[src/rtl/rffq_consts.vh]
// Purpose: constants for the frequency plan and fifo register group
// Assumes: 7-bit register addresses on the serial bus, 8-bit data
// Notes: included by rffq_regs.v
`ifndef RFFQ_CONSTS_VH
`define RFFQ_CONSTS_VH

// register addresses
`define RFFQ_ADDR_OFFSET_LOW 7'h73
`define RFFQ_ADDR_OFFSET_HIGH 7'h74
`define RFFQ_ADDR_BAND_SELECT 7'h75
`define RFFQ_ADDR_CARRIER_HIGH 7'h76
`define RFFQ_ADDR_CARRIER_LOW 7'h77
`define RFFQ_ADDR_HOP_CHANNEL 7'h79
`define RFFQ_ADDR_HOP_STEP 7'h7a
`define RFFQ_ADDR_TX_FULL_LEVEL 7'h7c
`define RFFQ_ADDR_TX_EMPTY_LEVEL 7'h7d
`define RFFQ_ADDR_RX_FULL_LEVEL 7'h7e
`define RFFQ_ADDR_FIFO_PORT 7'h7f

// reset values
`define RFFQ_RST_OFFSET_LOW 8'h00
`define RFFQ_RST_OFFSET_HIGH 2'h0
`define RFFQ_RST_BAND_SELECT 7'h75
`define RFFQ_RST_CARRIER_HIGH 8'hbb
`define RFFQ_RST_CARRIER_LOW 8'h80
`define RFFQ_RST_HOP_CHANNEL 8'h00
`define RFFQ_RST_HOP_STEP 8'h00
`define RFFQ_RST_TX_FULL_LEVEL 8'h37
`define RFFQ_RST_TX_EMPTY_LEVEL 8'h04
`define RFFQ_RST_RX_FULL_LEVEL 8'h37

// band select fields
`define RFFQ_SIDEBAND_BIT 6
`define RFFQ_HIGHBAND_BIT 5
`define RFFQ_BAND_MSB 4
// level fields
`define RFFQ_LEVEL_MSB 5

// serial frame: first bit is direction, 1 = write
`define RFFQ_DIR_BIT 7
`define RFFQ_BITS_PER_BYTE 3'h7

// carrier arithmetic in kHz: 10000/64000 reduces to 5/32
`define RFFQ_BAND_BASE 24'h000018
`define RFFQ_BAND_KHZ 24'h002710
`define RFFQ_FRAC_MUL 24'sh000005
`define RFFQ_FRAC_SHIFT 5
`define RFFQ_HOP_UNIT_KHZ 24'h00000a
// band start in MHz
`define RFFQ_LOW_START_MHZ 10'h0f0
`define RFFQ_HIGH_START_MHZ 10'h1e0
`define RFFQ_LOW_STEP_MHZ 10'h00a
`define RFFQ_HIGH_STEP_MHZ 10'h014

`endif

[src/rtl/rffq_regs.v]
// Purpose: frequency plan and fifo register group behind the serial register bus
// Assumes: sclk, sdi, chip_select_n from pins; afc, fifo status from same-clock logic
// Notes: fifo storage lives outside; this block issues push and pop strobes
// Behaviour
// RQ1: 10-bit signed offset, top two in high register
// RQ2: offset equals 156.25 Hz times band factor
// RQ3: offset register reads return last correction result
// RQ4: high band flag picks upper range
// RQ5: band index steps 10 or 20 MHz
// RQ6: carrier kHz from band, word, offset, hop
// RQ7: carrier word high byte first address
// RQ8: hop channel multiplies step size
// RQ9: hop step in 10 kHz, resets zero
// RQ10: tx nearly-full level, reset 0x37
// RQ11: tx nearly-empty level in bits 5:0
// RQ12: rx nearly-full level in bits 5:0
// RQ13: fifo port write bursts into tx fifo
// RQ14: host ends burst by raising select
// RQ15: fifo port read bursts from rx fifo
// RQ16: band select resets 0x75, top bit reserved
// RQ17: serial data sampled on rising clock
// RQ18: select frames every access and burst
// RQ19: occupancy compared against each level, raises flags
// RQ20: empty read or full write changes nothing
`timescale 1ns/100ps
`include "rffq_consts.vh"
module rffq_regs (
  input wire clk,
  input wire reset,
  input wire ce,
  input wire sclk,
  input wire sdi,
  input wire chip_select_n,
  output reg sdo,
  output reg sdo_oe,
  input wire [9:0] auto_freq_correction,
  input wire [6:0] tx_fifo_count,
  input wire tx_fifo_full,
  input wire [6:0] rx_fifo_count,
  input wire rx_fifo_empty,
  input wire [7:0] rx_fifo_data,
  output reg tx_fifo_push,
  output reg [7:0] tx_fifo_data,
  output reg rx_fifo_pop,
  output reg tx_nearly_full,
  output reg tx_nearly_empty,
  output reg rx_nearly_full,
  output reg high_band,
  output reg sideband,
  output reg [9:0] band_start_mhz,
  output reg signed [10:0] offset_steps,
  output reg [23:0] carrier_khz
);

////////////////////////////////////////////////////////////////////////////////
// helpers

function [23:0] mul24;
  input [23:0] a;
  input [23:0] b;
  reg [47:0] p;
  begin
    p = a * b;
    mul24 = p[23:0];
  end
endfunction

////////////////////////////////////////////////////////////////////////////////
// pin synchronisers

wire [2:0] pin_sync;
wire [2:0] pin_prev;

rffq_sync #(
  .WIDTH(3)
) u_sync (
  .clk(clk),
  .reset(reset),
  .ce(ce),
  .async_in({chip_select_n, sclk, sdi}),
  .reset_value(3'h4),
  .sync_out(pin_sync),
  .sync_prev(pin_prev)
);

wire sel_active = ~pin_sync[2];
wire sclk_rise = pin_sync[1] & ~pin_prev[1]; // RQ17
wire sclk_fall = ~pin_sync[1] & pin_prev[1];
wire sdi_bit = pin_sync[0];

////////////////////////////////////////////////////////////////////////////////
// registers

reg [7:0] offset_low_reg;
reg [1:0] offset_high_reg;
reg [6:0] band_select_reg;
reg [7:0] carrier_high_reg;
reg [7:0] carrier_low_reg;
reg [7:0] hop_channel_reg;
reg [7:0] hop_step_reg;
reg [7:0] tx_full_level_reg;
reg [7:0] tx_empty_level_reg;
reg [7:0] rx_full_level_reg;

// serial frame state
reg [2:0] bit_count_reg;
reg [7:0] shift_in_reg;
reg [7:0] shift_out_reg;
reg have_addr_reg;
reg write_dir_reg;
reg [6:0] addr_reg;
reg pop_pending_reg;

wire [7:0] byte_in = {shift_in_reg[6:0], sdi_bit};
wire byte_done = sel_active & sclk_rise & (bit_count_reg == `RFFQ_BITS_PER_BYTE);
wire [9:0] freq_offset_word = {offset_high_reg, offset_low_reg}; // RQ1
wire [15:0] carrier_fraction = {carrier_high_reg, carrier_low_reg}; // RQ7
wire [4:0] band_index = band_select_reg[`RFFQ_BAND_MSB:0];
wire hb = band_select_reg[`RFFQ_HIGHBAND_BIT];

// address of the byte being loaded: the header names it, later bytes the next address, or the fifo port again
wire [6:0] addr_next = (addr_reg == `RFFQ_ADDR_FIFO_PORT) ? addr_reg : addr_reg + 7'h01;
wire [6:0] rd_addr = have_addr_reg ? addr_next : byte_in[6:0];
wire rd_start = byte_done & (have_addr_reg ? ~write_dir_reg : ~byte_in[`RFFQ_DIR_BIT]);
wire rd_fifo = rd_start & (rd_addr == `RFFQ_ADDR_FIFO_PORT);
wire wr_byte = byte_done & have_addr_reg & write_dir_reg;

////////////////////////////////////////////////////////////////////////////////
// read mux

reg [7:0] rd_data;

always @*
begin
  case (rd_addr)
    `RFFQ_ADDR_OFFSET_LOW: rd_data = auto_freq_correction[7:0]; // RQ3
    `RFFQ_ADDR_OFFSET_HIGH: rd_data = {6'h00, auto_freq_correction[9:8]}; // RQ3
    `RFFQ_ADDR_BAND_SELECT: rd_data = {1'b0, band_select_reg}; // RQ16
    `RFFQ_ADDR_CARRIER_HIGH: rd_data = carrier_high_reg;
    `RFFQ_ADDR_CARRIER_LOW: rd_data = carrier_low_reg;
    `RFFQ_ADDR_HOP_CHANNEL: rd_data = hop_channel_reg;
    `RFFQ_ADDR_HOP_STEP: rd_data = hop_step_reg;
    `RFFQ_ADDR_TX_FULL_LEVEL: rd_data = tx_full_level_reg;
    `RFFQ_ADDR_TX_EMPTY_LEVEL: rd_data = tx_empty_level_reg;
    `RFFQ_ADDR_RX_FULL_LEVEL: rd_data = rx_full_level_reg;
    `RFFQ_ADDR_FIFO_PORT: rd_data = rx_fifo_empty ? 8'h00 : rx_fifo_data; // RQ15 RQ20
    default: rd_data = 8'h00;
  endcase
end

////////////////////////////////////////////////////////////////////////////////
// serial engine

always @(posedge clk)
begin
  if (reset)
  begin
    bit_count_reg <= 3'h0;
    shift_in_reg <= 8'h00;
    shift_out_reg <= 8'h00;
    have_addr_reg <= 1'b0;
    write_dir_reg <= 1'b0;
    addr_reg <= 7'h00;
    sdo <= 1'b0;
    sdo_oe <= 1'b0;
    rx_fifo_pop <= 1'b0;
    pop_pending_reg <= 1'b0;
  end
  else if (ce)
  begin
    rx_fifo_pop <= 1'b0;
    sdo_oe <= sel_active;
    if (!sel_active)
    begin
      // select high closes the access or burst
      bit_count_reg <= 3'h0; // RQ14 RQ18
      have_addr_reg <= 1'b0;
      sdo <= 1'b0;
      pop_pending_reg <= 1'b0;
    end
    else
    begin
      if (sclk_rise)
      begin
        bit_count_reg <= bit_count_reg + 3'h1;
        shift_in_reg <= byte_in;
        if (bit_count_reg == 3'h0 && pop_pending_reg)
        begin
          // loaded fifo byte starts to leave, so release it; an unread one stays
          rx_fifo_pop <= 1'b1; // RQ15 RQ20
          pop_pending_reg <= 1'b0;
        end
      end
      if (byte_done)
      begin
        if (!have_addr_reg)
        begin
          have_addr_reg <= 1'b1;
          write_dir_reg <= byte_in[`RFFQ_DIR_BIT];
          addr_reg <= byte_in[6:0];
        end
        else if (addr_reg != `RFFQ_ADDR_FIFO_PORT)
        begin
          addr_reg <= addr_reg + 7'h01; // RQ13 RQ15
        end
      end
      if (rd_start)
      begin
        sdo <= rd_data[7];
        shift_out_reg <= {rd_data[6:0], 1'b0};
        pop_pending_reg <= rd_fifo & ~rx_fifo_empty; // RQ15 RQ20
      end
      else if (sclk_fall && bit_count_reg != 3'h0)
      begin
        sdo <= shift_out_reg[7];
        shift_out_reg <= {shift_out_reg[6:0], 1'b0};
      end
    end
  end
end

////////////////////////////////////////////////////////////////////////////////
// register writes

always @(posedge clk)
begin
  if (reset)
  begin
    offset_low_reg <= `RFFQ_RST_OFFSET_LOW;
    offset_high_reg <= `RFFQ_RST_OFFSET_HIGH;
    band_select_reg <= `RFFQ_RST_BAND_SELECT; // RQ16
    carrier_high_reg <= `RFFQ_RST_CARRIER_HIGH;
    carrier_low_reg <= `RFFQ_RST_CARRIER_LOW;
    hop_channel_reg <= `RFFQ_RST_HOP_CHANNEL;
    hop_step_reg <= `RFFQ_RST_HOP_STEP; // RQ9
    tx_full_level_reg <= `RFFQ_RST_TX_FULL_LEVEL; // RQ10
    tx_empty_level_reg <= `RFFQ_RST_TX_EMPTY_LEVEL;
    rx_full_level_reg <= `RFFQ_RST_RX_FULL_LEVEL;
    tx_fifo_push <= 1'b0;
    tx_fifo_data <= 8'h00;
  end
  else if (ce)
  begin
    tx_fifo_push <= 1'b0;
    if (wr_byte)
    begin
      case (addr_reg)
        `RFFQ_ADDR_OFFSET_LOW: offset_low_reg <= byte_in;
        `RFFQ_ADDR_OFFSET_HIGH: offset_high_reg <= byte_in[1:0]; // RQ1
        `RFFQ_ADDR_BAND_SELECT: band_select_reg <= byte_in[6:0]; // RQ16
        `RFFQ_ADDR_CARRIER_HIGH: carrier_high_reg <= byte_in; // RQ7
        `RFFQ_ADDR_CARRIER_LOW: carrier_low_reg <= byte_in; // RQ7
        `RFFQ_ADDR_HOP_CHANNEL: hop_channel_reg <= byte_in; // RQ8
        `RFFQ_ADDR_HOP_STEP: hop_step_reg <= byte_in; // RQ9
        `RFFQ_ADDR_TX_FULL_LEVEL: tx_full_level_reg <= byte_in; // RQ10
        `RFFQ_ADDR_TX_EMPTY_LEVEL: tx_empty_level_reg <= byte_in; // RQ11
        `RFFQ_ADDR_RX_FULL_LEVEL: rx_full_level_reg <= byte_in; // RQ12
        `RFFQ_ADDR_FIFO_PORT:
        begin
          tx_fifo_push <= ~tx_fifo_full; // RQ13 RQ20
          tx_fifo_data <= byte_in;
        end
        default: offset_low_reg <= offset_low_reg;
      endcase
    end
  end
end

////////////////////////////////////////////////////////////////////////////////
// frequency plan arithmetic

wire [17:0] frac_sum = {2'h0, carrier_fraction} + {{8{freq_offset_word[9]}}, freq_offset_word};
wire signed [23:0] frac_ext = {{6{frac_sum[17]}}, frac_sum};
wire signed [23:0] frac_scaled = hb ? (frac_ext * (`RFFQ_FRAC_MUL * 24'sh000002)) : (frac_ext * `RFFQ_FRAC_MUL);
wire signed [23:0] frac_khz = frac_scaled >>> `RFFQ_FRAC_SHIFT;
wire [23:0] band_khz = mul24({19'h00000, band_index} + `RFFQ_BAND_BASE,
  hb ? (`RFFQ_BAND_KHZ << 1) : `RFFQ_BAND_KHZ);
wire [23:0] hop_khz = mul24(mul24({16'h0000, hop_channel_reg}, {16'h0000, hop_step_reg}), `RFFQ_HOP_UNIT_KHZ);
wire [9:0] band_step = hb ? `RFFQ_HIGH_STEP_MHZ : `RFFQ_LOW_STEP_MHZ;
wire [9:0] band_base = hb ? `RFFQ_HIGH_START_MHZ : `RFFQ_LOW_START_MHZ;
wire [23:0] band_mhz_wide = mul24({19'h00000, band_index}, {14'h0000, band_step});

always @(posedge clk)
begin
  if (reset)
  begin
    high_band <= 1'b0;
    sideband <= 1'b0;
    band_start_mhz <= 10'h000;
    offset_steps <= 11'h000;
    carrier_khz <= 24'h000000;
    tx_nearly_full <= 1'b0;
    tx_nearly_empty <= 1'b0;
    rx_nearly_full <= 1'b0;
  end
  else if (ce)
  begin
    high_band <= hb; // RQ4
    sideband <= band_select_reg[`RFFQ_SIDEBAND_BIT];
    band_start_mhz <= band_base + band_mhz_wide[9:0]; // RQ5
    offset_steps <= hb ? {freq_offset_word, 1'b0} : {freq_offset_word[9], freq_offset_word}; // RQ2
    carrier_khz <= band_khz + frac_khz + hop_khz; // RQ6 RQ8
    tx_nearly_full <= tx_fifo_count >= {1'b0, tx_full_level_reg[`RFFQ_LEVEL_MSB:0]}; // RQ19
    tx_nearly_empty <= tx_fifo_count <= {1'b0, tx_empty_level_reg[`RFFQ_LEVEL_MSB:0]}; // RQ19
    rx_nearly_full <= rx_fifo_count >= {1'b0, rx_full_level_reg[`RFFQ_LEVEL_MSB:0]}; // RQ19
  end
end

endmodule // rffq_regs

[src/rtl/rffq_sync.v]
// Purpose: two-stage synchroniser with a third stage for edge finding
// Assumes: inputs are asynchronous to clk
// Notes: only stage two and three are visible outside
`timescale 1ns/100ps
module rffq_sync #(
  parameter WIDTH = 3
) (
  input wire clk,
  input wire reset,
  input wire ce,
  input wire [WIDTH-1:0] async_in,
  input wire [WIDTH-1:0] reset_value,
  output wire [WIDTH-1:0] sync_out,
  output wire [WIDTH-1:0] sync_prev
);

reg [WIDTH-1:0] meta_reg;
reg [WIDTH-1:0] sync_reg;
reg [WIDTH-1:0] prev_reg;

always @(posedge clk)
begin
  if (reset)
  begin
    // start at the pins' idle levels so no false select or edge follows reset
    meta_reg <= reset_value;
    sync_reg <= reset_value;
    prev_reg <= reset_value;
  end
  else if (ce)
  begin
    meta_reg <= async_in;
    sync_reg <= meta_reg;
    prev_reg <= sync_reg;
  end
end

assign sync_out = sync_reg;
assign sync_prev = prev_reg;

endmodule // rffq_sync

[config.mk]
export PLATFORM = sky130hd
export DESIGN_NAME = rffq_regs
export DESIGN_NICKNAME = d
export VERILOG_FILES = /design/src/rtl/rffq_regs.v /design/src/rtl/rffq_sync.v
export VERILOG_INCLUDE_DIRS = /design/src /design/src/rtl
export SDC_FILE = /design/constraint.sdc
export NUM_CORES = 1
export LEC_CHECK = 0
export ABC_AREA = 1
export BUFFER_PORTS_ARGS = -buffer_cell sky130_fd_sc_hd__buf_2
export CAP_MARGIN = 20
export CORE_AREA = 4 4 218 220
export DETAILED_ROUTE_END_ITERATION = 8
export DIE_AREA = 0 0 222 224
export SYNTH_ARGS = -nofsm -noshare
export SYNTH_HDL_FRONTEND = slang
export SYNTH_SLANG_ARGS = --single-unit
[constraint.sdc]
create_clock -name clk -period 19.9 [get_ports clk]
set_clock_uncertainty 0.15 [all_clocks]
set_input_delay 1.99 -clock clk [delete_from_list [all_inputs] [get_ports clk]]
set_output_delay 1.99 -clock clk [all_outputs]
set_load 0.01 [all_outputs]
== Word-level counts from Yosys, hierarchy flattened ==
Index checks and enable logic that the tools add are counted.

* $mul: 6
* Reduce and logical (&&, ||, !) cells: 29
* Bitwise logic cells: 17
* Mux-type cells: 30
* Equal/unequal tests: 25
* $add $sub $neg: 7
* Order comparisons: 3

{| class="wikitable"
|+ Operator list
! kind !! number
|-
| 7-bit equality test (second input constant) || 22
|-
| 8-bit one-hot mux with 11 select lines || 1
|-
| 18-bit by 4-bit multiplier with 22-bit output (second input constant) || 2
|-
| 3-bit AND reduction || 14
|-
| 7-bit 2-to-1 mux || 4
|-
| 23-bit by 21-bit adder with 24-bit output || 1
|-
| 24-bit 2-to-1 mux || 1
|-
| 8-bit 2-to-1 mux || 3
|-
| 22-bit by 19-bit adder with 23-bit output || 1
|-
| 6-bit by 15-bit multiplier with 21-bit output || 1
|-
| 16-bit by 3-bit multiplier with 19-bit output (second input constant) || 1
|-
| 17-bit by 10-bit adder with 18-bit output || 1
|-
| 8-bit by 8-bit multiplier with 16-bit output || 1
|-
| 1-bit 2-to-1 mux || 15
|-
| 15-bit 2-to-1 mux || 1
|-
| 7-bit by 6-bit >= comparator with 1-bit output || 2
|-
| 3-bit nonzero test || 4
|-
| 9-bit by 10-bit adder with 10-bit output || 1
|-
| 5-bit by 5-bit multiplier with 10-bit output || 1
|-
| 10-bit 2-to-1 mux || 1
|-
| 1-bit bitwise AND || 9
|-
| 9-bit 2-to-1 mux || 1
|-
| 1-bit NOT || 8
|-
| 4-bit AND reduction || 2
|-
| other kinds (13) || 19
|}

* Flip-flop bits (word level): 171
* Output and inout bits: 62
* Input bits: 40
* Logic and storage cells: 150

== Depth between registers and ports, before layout ==
* Depth in word-level cells: 9
* Mapped depth: 45
* Gate-level depth less buffers: 44

== Cells and area by module ==
A second synthesis with hierarchy kept.

* Cell total of the unflattened synthesis: 2239
* Area, all modules: 16019.1 µm²

{| class="wikitable"
|+ Modules (own cells, without submodules)
! module !! area an instance (µm²) !! seq. area each (µm²) !! cells an instance !! instances
|-
| rffq_regs || 15660.0 || 3223.1 || 2207 || 1
|-
| rffq_sync || 359.1 || 270.3 || 32 || 1
|}

== Worst setup path after synthesis ==
OpenSTA, ideal clock, no wires.

* Path type: register to register
* Start point: register hop_step_reg[7]
* End point: register carrier_khz[22]
* Cell stages (with the launch flop): 40
* Required time: 19.694 ns
* Arrival: 7.367 ns
* Library setup time: 0.056 ns
* Slack: 12.328 ns
* Path buffers: 1
* Clock period less this slack: 7.572 ns
* Cells stage by stage: dfxtp_1 -> clkbuf_1 -> nand2_1 -> fa_1 -> fa_1 -> inv_1 -> fa_1 -> inv_1 -> fa_1 -> inv_1 -> ha_1 -> inv_1 -> o21bai_1 -> nand2_1 -> nand3_1 -> a21oi_1 -> o21bai_1 -> xor2_1 -> [... 4 more ...] -> a21oi_1 -> a21boi_0 -> o21ai_0 -> a21oi_1 -> nor2_1 -> nor2_1 -> xnor2_1 -> fa_1 -> ha_1 -> nand2_1 -> nor4_1 -> nand4_1 -> nand3_1 -> a21oi_1 -> nand3b_1 -> nand3_1 -> nand2_1 -> inv_1

* Longest elaborated chain between the ends: 3

{| class="wikitable"
|+ RTL lines
! element !! RTL line !! RTL
|-
| from (decl) || rffq_regs.v:100 || <nowiki>reg [7:0] hop_step_reg;</nowiki>
|-
| from (signal assigned) || rffq_regs.v:235 || <nowiki>hop_step_reg <= `RFFQ_RST_HOP_STEP;</nowiki>
|-
| from (signal assigned) || rffq_regs.v:254 || <nowiki>`RFFQ_ADDR_HOP_STEP: hop_step_reg <= byte_in;</nowiki>
|-
| 8-bit by 8-bit multiplier with 16-bit output || rffq_regs.v:63 || <nowiki>p = a * b;</nowiki>
|-
| 16-bit by 3-bit multiplier with 19-bit output || rffq_regs.v:63 ||
|-
| 23-bit by 21-bit adder with 24-bit output || rffq_regs.v:302 || <nowiki>carrier_khz <= band_khz + frac_khz + hop_khz;</nowiki>
|-
| to (signal assigned) || rffq_regs.v:302 ||
|-
| to (decl) || rffq_regs.v:52 || <nowiki>output reg [23:0] carrier_khz</nowiki>
|}

No other way between the ends.
A chain may end at the register's enable or synchronous reset.

== Worst setup path after layout ==
Ends and elaborated chain as after synthesis.

==> metrics.yaml <==
start_util_pct: 34.9
synth.most_common_cell: "inv_1"
grt_usage_pct: 18.5
drive_gt1_share_pct: 8.18
n_fill_cell: 4881
rsz0062_at_grt: "no"
critical-path-top-delay-family: "adder cells"
utilization_pct: 38.5
path_class: "reg -> reg"
fin_crit_sh_pct: 42.3
layout_min_cycle_time_ns: 8.41
cp-start-kind: "register"
n_antenna_cell: 0
async_flop_share_pct: 0
dr.first_iter.drc_count: 925
postCtsHoldBufs: 0
via_per_inst: 4.95
cp.arrival_ns: 8.66
end_kind: "register"
cp.buffers_inverters: 6
clockBufferDepth: 2
io_buffers: 100
wirelength_um: 46700
avgSynthCellArea_um2: 7.14
hp-class: "reg -> reg"
slowest_stage: "fa_1"
seq_area_mm2: 0.00336
die_area_mm2: 0.0497
synth_top_flop_cell: "dfxtp_1"
fp-row-count: 78
setup_viol: 0
overflow: 0
yosys_warnings: 0
ant_nets: 0
ys_ff_latch: 168
top_register: "carrier_khz"
ff2ff_path_depth: 38
vias: 14300
synthCells: 2211
synthesis.area_mm2: 0.0158
firstDrtPassIters: 5
root_buffer: "clkbuf_16"
grt_max_degree: 113
required_ns: 20.15
cts_resized: 0
grt_pass1_wl_um: 74200
total_power_mw: 0.790
post-dp-hpwl_um: 37500
synthTopCellsByArea: "dfxtp_1, ha_1, fa_1"
top_regs: "carrier_khz (24), offset_steps (11), band_start_mhz (9)"
cp_max_fo: 10
maxCapViolCount: 0
antenna_found_initial: 0
synthToLayoutAreaGrowth_pct: 10.3
max-slew-margin-rel_pct: 29.8
grt_pass1_vias: 13900
yosysSeqAreaShare_pct: 21.3
drc_errors: 0
clkTransAtPathRegs_ns: 0.07
synth_edf_count: 0
cts_tree: "built"
synth.distinct_cells: 55
whs_path_depth: 2
cts_setup_buffers: 0
wire_per_inst_um: 16.2
clock_latency_ns: 0.46
worstMarginPinSlew_ns: 1.05
slew_viol_final: 0
finalNetCount: 2593
leakagePower_nw: 9.18
final_cell_area_mm2: 0.0174
dieHeight_um: 224
io_pins: 102
synth_common_cells: "inv_1, nand2_1, ha_1, a21oi_1, o21ai_0"
holdWs_ns: 0.309
status: "complete, no violations"
synth_top_cell_area_share_pct: 21.3
cp.depth: 38
irDropWorstVdd_v: 0.0000609
place_congestion: 0.935
placement.cell_area_mm2: 0.0168
yosysTopAreaCell: "dfxtp_1"
core_mm2: 0.0453
power.density_mw_per_mm2: 45.4
hold_violations: 0
htree_levels: 4
fmax_ghz: 0.119
numCtsBuffers: 17
slowest_delay_ns: 0.56
cp_common_cell: "inv_1"
largest_reg_flops: 24
cts_num_sinks: 168
finalSetupTns_ns: 0
multiInputGateArea_mm2: 0.0107
die_x_um: 222
[metrics by stage]
step | worst slack (ns) | instances
after floorplan | 12.33 | 2222
final | 11.49 | 2886
after global routing | 10.85 | 2886
after detailed placement | 11.59 | 2855
after global placement | 11.88 | 2855
after CTS | 11.57 | 2886
[layout by cell type (no fill, tap or decap), types with 14 or more instances in the layout]
cell type  count
a21oi_1      191
buf_2        100
clkbuf_16     17
dfxtp_1      168
fa_1          77
ha_1         202
inv_1        380
nand2_1      361
nand3_1       98
nand4_1       14
nor2_1       186
o211ai_1      29
o21ai_0      188
xnor2_1       23
xor2_1        60
[cell type report]
cell class / count / area share, %
Clock buffer: 18 / 2.46
Inverter: 394 / 8.51
Sequential cell: 168 / 19.3
Timing Repair Buffer: 106 / 3.13
Multi-Input combinational cell: 1587 / 61.3
Tap cell: 600 / 4.31
Clock inverter: 13 / 0.977
[report_power, final]
group / switching [mW] / internal [mW] / leakage [nW] / total (mW)
clock: 0.148 / 0.198 / 0.289 / 0.346
sequential: 0.00551 / 0.344 / 1.37 / 0.349
combinational: 0.0612 / 0.0336 / 7.52 / 0.0949
[logic make-up after synthesis]
logic type | synth area share (%)
and+or+nand+nor | 19.6
xor gates and xnor gates | 4.60
adders and majority gates | 25.8
other | 0.0476
AOI/OAI and AO/OA | 17.4
DFF | 21.3
buffers and inverters | 11.3
[worst min-delay path, stage by stage (launching register included)]
cell	delay (ns)
dfxtp_1	0.30
inv_1	0.06
a21oi_1	0.05
[final timing paths]
path | start | end | slack, ns
max | hop_step_reg[7] | carrier_khz[22] | 11.49
max reg2reg | hop_step_reg[7] | carrier_khz[22] | 11.49
min | rx_full_level_reg[7] | rx_full_level_reg[7] | 0.31
min reg2reg | rx_full_level_reg[7] | rx_full_level_reg[7] | 0.31
[layer usage]
layer	global-route usage [%]	share of wire, %	up-vias
met5	0	0	-
met2	30.1	45	344
met1	25.1	47	6564
li1	-	-	7294
met3	3.12	5.0	82
met4	6.54	3.4	0
Power figures use the tool's default switching activity.
